===== src/ssc_pkg.sv =====
// shared constants, register map and CRC fold functions for the CRC generator
package ssc_pkg;

  // ----------------------------------------------------------------
  // register map (printed index, byte address is four times it)
  // ----------------------------------------------------------------
  localparam logic [9:0] IDX_CTRL = 10'h000;
  localparam logic [9:0] IDX_STATUS = 10'h001;
  localparam logic [9:0] IDX_BYTE_INPUT = 10'h003;
  localparam logic [9:0] IDX_RES0 = 10'h004;
  localparam logic [9:0] IDX_RES3 = 10'h007;
  localparam int ADDR_W = 12;

  // ----------------------------------------------------------------
  // field positions
  // ----------------------------------------------------------------
  localparam int CTRL_RST_HI = 7;
  localparam int CTRL_RST_LO = 6;
  localparam int CTRL_WIDE = 5;
  localparam int STAT_ZERO = 1;
  localparam int STAT_BUSY = 0;

  // ----------------------------------------------------------------
  // source codes
  // ----------------------------------------------------------------
  localparam logic [3:0] SRC_OFF = 4'h0;
  localparam logic [3:0] SRC_IO = 4'h1;
  localparam logic [3:0] SRC_FLASH = 4'h2;
  localparam logic [1:0] SRC_DMA_TOP = 2'h1;
  localparam int DMA_CH = 4;

  // ----------------------------------------------------------------
  // reset values and polynomials
  // ----------------------------------------------------------------
  localparam logic [3:0] SRC_RST = 4'h0;
  localparam logic WIDE_RST = 1'b0;
  localparam logic [31:0] CRC_RST = 32'h0000_0000;
  localparam logic [31:0] CRC_ONES = 32'hFFFF_FFFF;
  localparam logic [15:0] POLY16 = 16'h1021;
  localparam logic [31:0] POLY32 = 32'h04C1_1DB7;

  // one byte into the running value; narrow mode is msb first, wide mode lsb first
  function automatic logic [31:0] ssc_fold(input logic [31:0] c, input logic [7:0] b, input logic wide);
    logic [31:0] r;
    logic fb;
    r = c;
    fb = 1'b0;
    for (int i = 0; i < 8; i++)
    begin
      if (wide)
      begin
        fb = r[31] ^ b[i];
        r = {r[30:0], 1'b0} ^ (fb ? POLY32 : 32'h0000_0000);
      end
      else
      begin
        fb = r[15] ^ b[7 - i];
        r[15:0] = {r[14:0], 1'b0} ^ (fb ? POLY16 : 16'h0000);
      end
    end
    return r;
  endfunction

  function automatic logic [31:0] ssc_bitrev(input logic [31:0] c);
    logic [31:0] r;
    r = 32'h0000_0000;
    for (int i = 0; i < 32; i++)
    begin
      r[i] = c[31 - i];
    end
    return r;
  endfunction

endpackage


===== src/ssc_crc_if.sv =====
// carrier between the CRC control logic and the CRC engine
`timescale 1ns/1ps
interface ssc_crc_if;
  logic load;
  logic [31:0] load_val;
  logic fold;
  logic [7:0] fold_byte;
  logic wide;
  logic [31:0] crc;

  modport eng (input load, input load_val, input fold, input fold_byte, input wide, output crc);
  modport ctl (output load, output load_val, output fold, output fold_byte, output wide, input crc);
endinterface


===== src/ssc_crc_engine.sv =====
// running CRC register with load and byte fold
`timescale 1ns/1ps
module ssc_crc_engine (
  // clock and reset
  input wire logic clk,
  input wire logic rst_n,
  // control side
  ssc_crc_if.eng eng
);
  import ssc_pkg::*;

  logic [31:0] crc_q;

  // load beats fold so a reset or software write is never merged with data
  always_ff @(posedge clk or negedge rst_n)
  begin
    if (!rst_n)
      crc_q <= CRC_RST; // [RULE_17]
    else if (eng.load)
      crc_q <= eng.load_val;
    else if (eng.fold)
      crc_q <= ssc_fold(crc_q, eng.fold_byte, eng.wide); // [RULE_01] [RULE_02] [RULE_10]
  end

  assign eng.crc = crc_q;
endmodule


===== src/ssc_crc_top.sv =====
// CRC generator with APB registers and cpu, dma and flash byte sources
//
// Our own choices: register access over APB and the register addresses.
`timescale 1ns/1ps

//
// Contract
// RULE_01: narrow mode folds bytes with polynomial 0x1021.
// RULE_02: wide mode folds bytes with polynomial 0x04C11DB7.
// RULE_03: one selected source feeds the generator, whole bytes only.
// RULE_04: width defaults narrow; flash source always uses the wide polynomial.
// RULE_05: control bit 5 picks wide mode; frozen while busy.
// RULE_06: source codes: off, cpu, flash, reserved, dma 0..3, reserved.
// RULE_07: source stays locked until generation completes or module reset.
// RULE_08: reset field 10 clears, 11 sets ones, reads back zero.
// RULE_09: reset field acts one clock after its upper bit is written.
// RULE_10: each byte input write folds; result next cycle; one per cycle.
// RULE_11: software ends a cpu run by writing one to busy.
// RULE_12: selected dma channel bytes fold until that channel completes or aborts.
// RULE_13: flash controller sets range and starts the wide CRC itself; here the run starts when software selects the flash source.
// RULE_14: busy while source in use; cleared by done, abort or software.
// RULE_15: zero flag set if result zero at completion; cleared on new source.
// RULE_16: wide packet with appended little-endian result leaves fixed residue.
// RULE_17: result held in four byte registers, reset to zero.
// RULE_18: wide and idle reads reversed complement; otherwise raw value.
// RULE_19: flash source reads result as zero until busy clears.
// RULE_20: result writes only act while the source is disabled.
// RULE_21: dma bytes fold in transfer order, one byte per beat.
module ssc_crc_top (
  // apb slave
  input wire logic pclk,
  input wire logic presetn,
  input wire logic psel,
  input wire logic penable,
  input wire logic pwrite,
  input wire logic [ssc_pkg::ADDR_W-1:0] paddr,
  input wire logic [31:0] pwdata,
  output logic [31:0] prdata,
  output logic pready,
  output logic pslverr,
  // dma channels
  input wire logic [ssc_pkg::DMA_CH-1:0] dma_beat,
  input wire logic [ssc_pkg::DMA_CH*8-1:0] dma_byte,
  input wire logic [ssc_pkg::DMA_CH-1:0] dma_done,
  input wire logic [ssc_pkg::DMA_CH-1:0] dma_abort,
  // flash sweep
  input wire logic nvm_beat,
  input wire logic [7:0] nvm_byte,
  input wire logic nvm_done,
  // status
  output logic crc_busy,
  output logic crc_zero
);
  import ssc_pkg::*;

  // ----------------------------------------------------------------
  // state
  // ----------------------------------------------------------------
  logic [3:0] src_q;
  logic wide_q;
  logic busy_q;
  logic zero_q;
  logic chk_q;
  logic [7:0] din_q;
  logic rst_pend_q;
  logic rst_ones_q;
  logic [31:0] prdata_q;
  logic pslverr_q;

  ssc_crc_if cif ();

  ssc_crc_engine u_eng (
    .clk(pclk),
    .rst_n(presetn),
    .eng(cif.eng)
  );

  // ----------------------------------------------------------------
  // address decode
  // ----------------------------------------------------------------
  logic setup;
  logic wr;
  logic [9:0] idx;
  logic hit_ctrl;
  logic hit_stat;
  logic hit_din;
  logic hit_res;
  logic mapped;

  assign setup = psel & ~penable;
  assign wr = psel & penable & pwrite;
  assign idx = paddr[ADDR_W-1:2];

  always_comb
  begin
    hit_ctrl = 1'b0;
    hit_stat = 1'b0;
    hit_din = 1'b0;
    hit_res = 1'b0;
    if (idx == IDX_CTRL)
      hit_ctrl = 1'b1;
    else if (idx == IDX_STATUS)
      hit_stat = 1'b1;
    else if (idx == IDX_BYTE_INPUT)
      hit_din = 1'b1;
    else if (idx >= IDX_RES0 && idx <= IDX_RES3)
      hit_res = 1'b1;
  end

  assign mapped = hit_ctrl | hit_stat | hit_din | hit_res;

  // ----------------------------------------------------------------
  // source decode
  // ----------------------------------------------------------------
  logic src_io;
  logic src_flash;
  logic src_dma;
  logic [1:0] ch;
  logic new_valid;
  logic sel_evt;
  logic done_evt;
  logic wide_eff;

  assign src_io = src_q == SRC_IO; // [RULE_06]
  assign src_flash = src_q == SRC_FLASH; // [RULE_06]
  assign src_dma = src_q[3:2] == SRC_DMA_TOP; // [RULE_06]
  assign ch = src_q[1:0];
  assign new_valid = pwdata[3:0] == SRC_IO || pwdata[3:0] == SRC_FLASH || pwdata[3:2] == SRC_DMA_TOP;
  // reserved codes are stored but never start a run
  assign sel_evt = wr & hit_ctrl & ~busy_q & new_valid;
  // only the selected channel may end the run, others are ignored
  assign done_evt = busy_q & ((src_io & wr & hit_stat & pwdata[STAT_BUSY]) // [RULE_11]
                   | (src_dma & (dma_done[ch] | dma_abort[ch])) // [RULE_12]
                   | (src_flash & nvm_done)); // [RULE_13]
  assign wide_eff = src_flash | wide_q; // [RULE_04]

  // ----------------------------------------------------------------
  // control register
  // ----------------------------------------------------------------
  always_ff @(posedge pclk or negedge presetn)
  begin
    if (!presetn)
    begin
      src_q <= SRC_RST;
      wide_q <= WIDE_RST;
    end
    else if (wr && hit_ctrl && !busy_q)
    begin
      src_q <= pwdata[3:0]; // [RULE_03] [RULE_07]
      wide_q <= pwdata[CTRL_WIDE]; // [RULE_05]
    end
  end

  // reset field is a command: latched now, applied on the next edge
  always_ff @(posedge pclk or negedge presetn)
  begin
    if (!presetn)
    begin
      rst_pend_q <= 1'b0;
      rst_ones_q <= 1'b0;
    end
    else
    begin
      rst_pend_q <= wr & hit_ctrl & pwdata[CTRL_RST_HI]; // [RULE_09]
      rst_ones_q <= pwdata[CTRL_RST_LO]; // [RULE_08]
    end
  end

  // ----------------------------------------------------------------
  // status flags
  // ----------------------------------------------------------------
  always_ff @(posedge pclk or negedge presetn)
  begin
    if (!presetn)
      busy_q <= 1'b0;
    else if (sel_evt)
      busy_q <= 1'b1; // [RULE_14]
    else if (done_evt)
      busy_q <= 1'b0; // [RULE_14]
  end

  // zero is judged one cycle after completion so a last byte on the done cycle counts
  always_ff @(posedge pclk or negedge presetn)
  begin
    if (!presetn)
    begin
      chk_q <= 1'b0;
      zero_q <= 1'b0;
    end
    else
    begin
      chk_q <= done_evt;
      if (chk_q)
        zero_q <= cif.crc == CRC_RST; // [RULE_15]
      else if (sel_evt)
        zero_q <= 1'b0; // [RULE_15]
    end
  end

  // ----------------------------------------------------------------
  // byte input and engine steering
  // ----------------------------------------------------------------
  always_ff @(posedge pclk or negedge presetn)
  begin
    if (!presetn)
      din_q <= 8'h00;
    else if (wr && hit_din)
      din_q <= pwdata[7:0];
  end

  logic [31:0] res_wval;

  always_comb
  begin
    res_wval = cif.crc;
    res_wval[paddr[3:2]*8 +: 8] = pwdata[7:0];
  end

  always_comb
  begin
    cif.wide = wide_eff;
    cif.load = 1'b0;
    cif.load_val = res_wval;
    if (rst_pend_q)
    begin
      cif.load = 1'b1; // [RULE_09]
      cif.load_val = rst_ones_q ? CRC_ONES : CRC_RST; // [RULE_08]
    end
    else if (wr && hit_res && src_q == SRC_OFF)
      cif.load = 1'b1; // [RULE_20]
    cif.fold_byte = pwdata[7:0];
    cif.fold = 1'b0;
    if (busy_q && src_io)
      cif.fold = wr & hit_din; // [RULE_10]
    else if (busy_q && src_dma)
    begin
      cif.fold = dma_beat[ch]; // [RULE_12] [RULE_21]
      cif.fold_byte = dma_byte[ch*8 +: 8];
    end
    else if (busy_q && src_flash)
    begin
      cif.fold = nvm_beat; // [RULE_03]
      cif.fold_byte = nvm_byte;
    end
  end

  // ----------------------------------------------------------------
  // read path
  // ----------------------------------------------------------------
  logic [31:0] view;
  logic [31:0] rdval;

  always_comb
  begin
    if (src_flash && busy_q)
      view = CRC_RST; // [RULE_19]
    else if (wide_eff && !busy_q)
      view = ~ssc_bitrev(cif.crc); // [RULE_18] [RULE_16]
    else
      view = cif.crc; // [RULE_18]
    rdval = 32'h0000_0000;
    if (hit_ctrl)
      rdval = {26'h0, wide_q, 1'b0, src_q}; // [RULE_08]
    else if (hit_stat)
      rdval = {30'h0, zero_q, busy_q};
    else if (hit_din)
      rdval = {24'h0, din_q};
    else if (hit_res)
      rdval = {24'h0, view[paddr[3:2]*8 +: 8]}; // [RULE_17]
  end

  // answer is prepared in setup so the access phase ends with zero waits
  always_ff @(posedge pclk or negedge presetn)
  begin
    if (!presetn)
    begin
      prdata_q <= 32'h0000_0000;
      pslverr_q <= 1'b0;
    end
    else if (setup)
    begin
      prdata_q <= pwrite ? 32'h0000_0000 : rdval;
      pslverr_q <= ~mapped;
    end
  end

  assign prdata = prdata_q;
  assign pslverr = pslverr_q;
  assign pready = 1'b1;
  assign crc_busy = busy_q;
  assign crc_zero = zero_q;
endmodule


===== config.mk =====
export PLATFORM = sky130hd
export DESIGN_NAME = ssc_crc_top
export DESIGN_NICKNAME = d
export VERILOG_FILES = /design/src/ssc_pkg.sv /design/src/ssc_crc_if.sv /design/src/ssc_crc_engine.sv /design/src/ssc_crc_top.sv
export SDC_FILE = /design/constraint.sdc
export NUM_CORES = 1
export LEC_CHECK = 0
export ABC_AREA = 0
export BUFFER_PORTS_ARGS = -buffer_cell sky130_fd_sc_hd__buf_2
export CAP_MARGIN = 15
export CORE_MARGIN = 2
export CORE_UTILIZATION = 55
export DETAILED_ROUTE_END_ITERATION = 8
export PLACE_DENSITY = 0.93
export SETUP_SLACK_MARGIN = 0.4
export SLEW_MARGIN = 20
export SYNTH_ARGS = -nofsm -noshare
export SYNTH_HDL_FRONTEND = slang
export SYNTH_SLANG_ARGS = --single-unit

===== constraint.sdc =====
create_clock -name pclk -period 4.72 [get_ports pclk]
set_input_delay 0.944 -clock pclk [delete_from_list [all_inputs] [get_ports pclk]]
set_output_delay 0.944 -clock pclk [all_outputs]
set_load 0.02 [all_outputs]

==> summary.md <==
| Metric | Value |
|---|---|
| Vias per Instance | `6.66` |
| Root Driver | `clkbuf_8` |
| Worst Path Class, Setup | `flip-flop to flip-flop` |
| Leakage power total | `2.91 nW` |
| RSZ-0062 raised after global routing | `false` |
| Layout area overhead | `10.7%` |
| Layout cell share with drive strength beyond 1 | `0.236` |
| Seq pwr share | `0.380` |
| Flops & latches, synth | `59` |
| Die span in y | `110 um` |
| Most used DFF post-synth | `dfrtp_1` |
| Maximum VDD drop | `0.102 mV` |
| CP Capture Type | `flip-flop` |
| Pint | `0.000973 W` |
| Worst r2r dst | `u_eng.eng.crc[11]$_DFFE_PN0P_` |
| CTS tree | `yes` |
| Min-delay src | `prdata[0]$_DFFE_PN0P_` |
| Dpl ws | `792 ps` |
| Cell Area, Placed | `6590 um^2` |
| Outcome | `finished clean` |
| Post_cts resized | `0` |
| DRT Pass-1 Iters | `8` |
| CTS Sinks | `59` |
| WP data required | `~5000 ps` |
| Clk Latency, worst-skew pair | `360 ps` |
| Cts hold-fix bufs | `0` |
| Final instance area | `6810 um^2` |
| Input/output buffers | `87` |
| R2R setup slack | `approximately 800 ps` |
| Maximum fanout along the worst path | `27` |
| Clock Power Share | `0.387` |
| Startpoint Class | `flip-flop` |
| Worst Hold Path Cells | `1` |
| Sw Share | `0.300` |
| Final Setup Violations | `0` |
| Hold crit path type | `flip-flop to flip-flop` |
| GRT overflow | `0` |
| Setup_tns | `0 ps` |
| Synth area leader | `dfrtp_1` |
| Dominant cells by area after synthesis | `dfrtp_1, xnor2_1, mux4_2` |
| Setup Skew | `13.8 ps` |
| Reg clk slew, reported paths | `70 ps` |
| First-pass GRT wire length | `29800 um` |
| Worst Max-Slew Pin Slew | `1060 ps` |
| Die X-Extent | `110 um` |
| Final core occ | `0.626` |
| Logic pwr share | `0.233` |
| Mapped Cells | `714` |
| Yosys cell types | `84` |
| Worst reg-to-reg path cell count | `10` |
| Final period utilization | `0.829` |
| Critical Path AT | `about 4200 ps` |
| Initial Util | `0.565` |
| DR WL/cell | `20.9 um` |
| Antenna diodes | `0` |
| Synth top area share | `0.240` |
| Via Count | `6119` |
| R2r startpoint | `src_q[0]$_DFFE_PN0P_` |
| Most frequent cells in the layout | `buf_2, nor2_1, dfrtp_1` |
| Max_cap viols | `0` |
| FILL cells | `875` |
| PD cells | `about 200 nW/um^2` |
| Nets | `883` |
| Peak Freq | `~260 MHz` |
| Gpl congestion | `0.970` |
| Vias in the first global route | `5659` |
| Yosys warns | `0` |
| Leading cell type in the layout, fill and taps excluded | `buf_2` |
| Avg Cell Area, Syn | `8.62 um^2` |
| Detailed Route WL | `approximately 19000 um` |
| Pin count of the biggest net entering global routing | `60` |
| CTS max path bufs | `2` |
| Hold endpoint | `prdata[0]$_DFFE_PN0P_` |
| Cell Area, Synth | `6150 um^2` |
| Post-synth EDFFs | `0` |
| Post-CTS Setup Inserts | `0` |
| Global Route Usage Sum | `0.331` |
| Die ar. | `12100 um^2` |
| NetSw | `about 0.00042 W` |
| Iteration-0 DRC Markers | `939` |
| Final ANT Viol Nets | `0` |
| CTS Buf Count | `9` |
| Final Hold Viols | `0` |
| Slew Limit Fails | `0` |
| Final Worst Setup Slack | `805 ps` |
| Async SR Flop Fraction | `1.00` |
| Antenna violations before repair | `0` |
| IO Pins | `between 100 and 150` |
| DP Wirelength | `between 10000 and 15000 um` |
| Slew margin rel. | `0.293` |
| Core area | `about 11000 um^2` |
| H-Tree Level Count | `3` |
| # rows | `38` |
| Tmin final | `3910 ps` |
| Seq/Total Area, Yosys | `0.240` |
| Drt drc | `0` |
## stage by stage
stage	power [W]	std cells	hold slack, ps
after CTS	0.00138	919	492
after floorplan	0.000763	737	450
final	0.00139	919	486
after global placement	0.000844	904	456
after global routing	0.00143	919	521
after detailed placement	0.000850	904	476
## Yosys cell counts, drive strengths merged, types with 11 or more instances
cell,count
xor2,21
mux2,14
nand4,11
nand2,56
clkbuf,38
nor2,70
mux4,13
mux2i,12
a21oi,49
o21ai,65
xnor2,61
nor3,18
o211ai,12
a221oi,16
buf,44
dfrtp,59
## cell families (layout without fill, tap and decap cells)
family,Yosys count,count (layout),share of synthesized area
multiplexers,39,39,0.0948
buffers and inverters,92,134,0.0769
adder cells (fa/ha/maj),5,5,0.0102
XOR/XNOR,91,91,0.165
flip-flops,59,59,0.240
AO/OA/AOI/OAI,197,197,0.214
AND/OR/NAND/NOR,229,229,0.198
other,2,25,0.00122
## critical path, cell delays in order (launching register included)
cell	delay, ps
dfrtp_1	610
nor4b_4	570
or2_2	550
a21oi_1	210
xnor2_2	150
buf_4	190
xnor3_1	400
xnor2_1	290
mux2i_1	450
mux2_1	370
nand2_1	60
## state kept, by name, summed over array words and instances (netlist names), 4 cells and up
register       cells
src_q              4
prdata             8
din_q              8
u_eng.eng.crc     32
## power groups by stage
| stage | combinational, W | sequential [W] | clock, W |
|---|---|---|---|
| after global placement | 0.000308 | 0.000536 | 0 |
| after floorplan | 0.000235 | 0.000528 | 0 |
| final | 0.000324 | 0.000528 | 0.000537 |
| after global routing | 0.000343 | 0.000528 | 0.000558 |
| after CTS | 0.000317 | 0.000527 | 0.000533 |
| after detailed placement | 0.000314 | 0.000536 | 0 |
## cell type report
type,instances,area (um^2),share of cell area
Clock inverter,4,73.8,0.0108
Sequential cell,59,1480,0.217
Tap cell,140,175,0.0257
Timing Repair Buffer,109,601,0.0882
Clock buffer,11,151,0.0222
Multi-Input combinational cell,586,4300,0.631
Inverter,10,37.5,0.00551
## worst max path at each step
stage | from | endpoint | slack, ps | cells past startpoint
floorplan | paddr[2] | u_eng.eng.crc[10]$_DFFE_PN0P_ | 820 | 13
global placement | paddr[7] | u_eng.eng.crc[10]$_DFFE_PN0P_ | 870 | 12
detailed placement | paddr[7] | u_eng.eng.crc[11]$_DFFE_PN0P_ | 790 | 12
CTS | src_q[0]$_DFFE_PN0P_ | u_eng.eng.crc[11]$_DFFE_PN0P_ | 900 | 10
global route | crc_busy$_DFFE_PN0P_ | u_eng.eng.crc[0]$_DFFE_PN0P_ | 600 | 9
finish | src_q[0]$_DFFE_PN0P_ | u_eng.eng.crc[11]$_DFFE_PN0P_ | 810 | 10
## per-layer routing
metal | routed length (um) | share of wire | track usage | vias to the layer above
li1 | - | - | - | 2677
met1 | 6840 | 0.36 | 0.428 | 2798
met2 | 8360 | 0.44 | 0.505 | 516
met3 | 2650 | 0.14 | 0.0848 | 128
met4 | 1380 | 0.072 | 0.183 | 0
met5 | 0 | 0 | 0 | -
No activity file was read; power rests on OpenSTA's default activity.
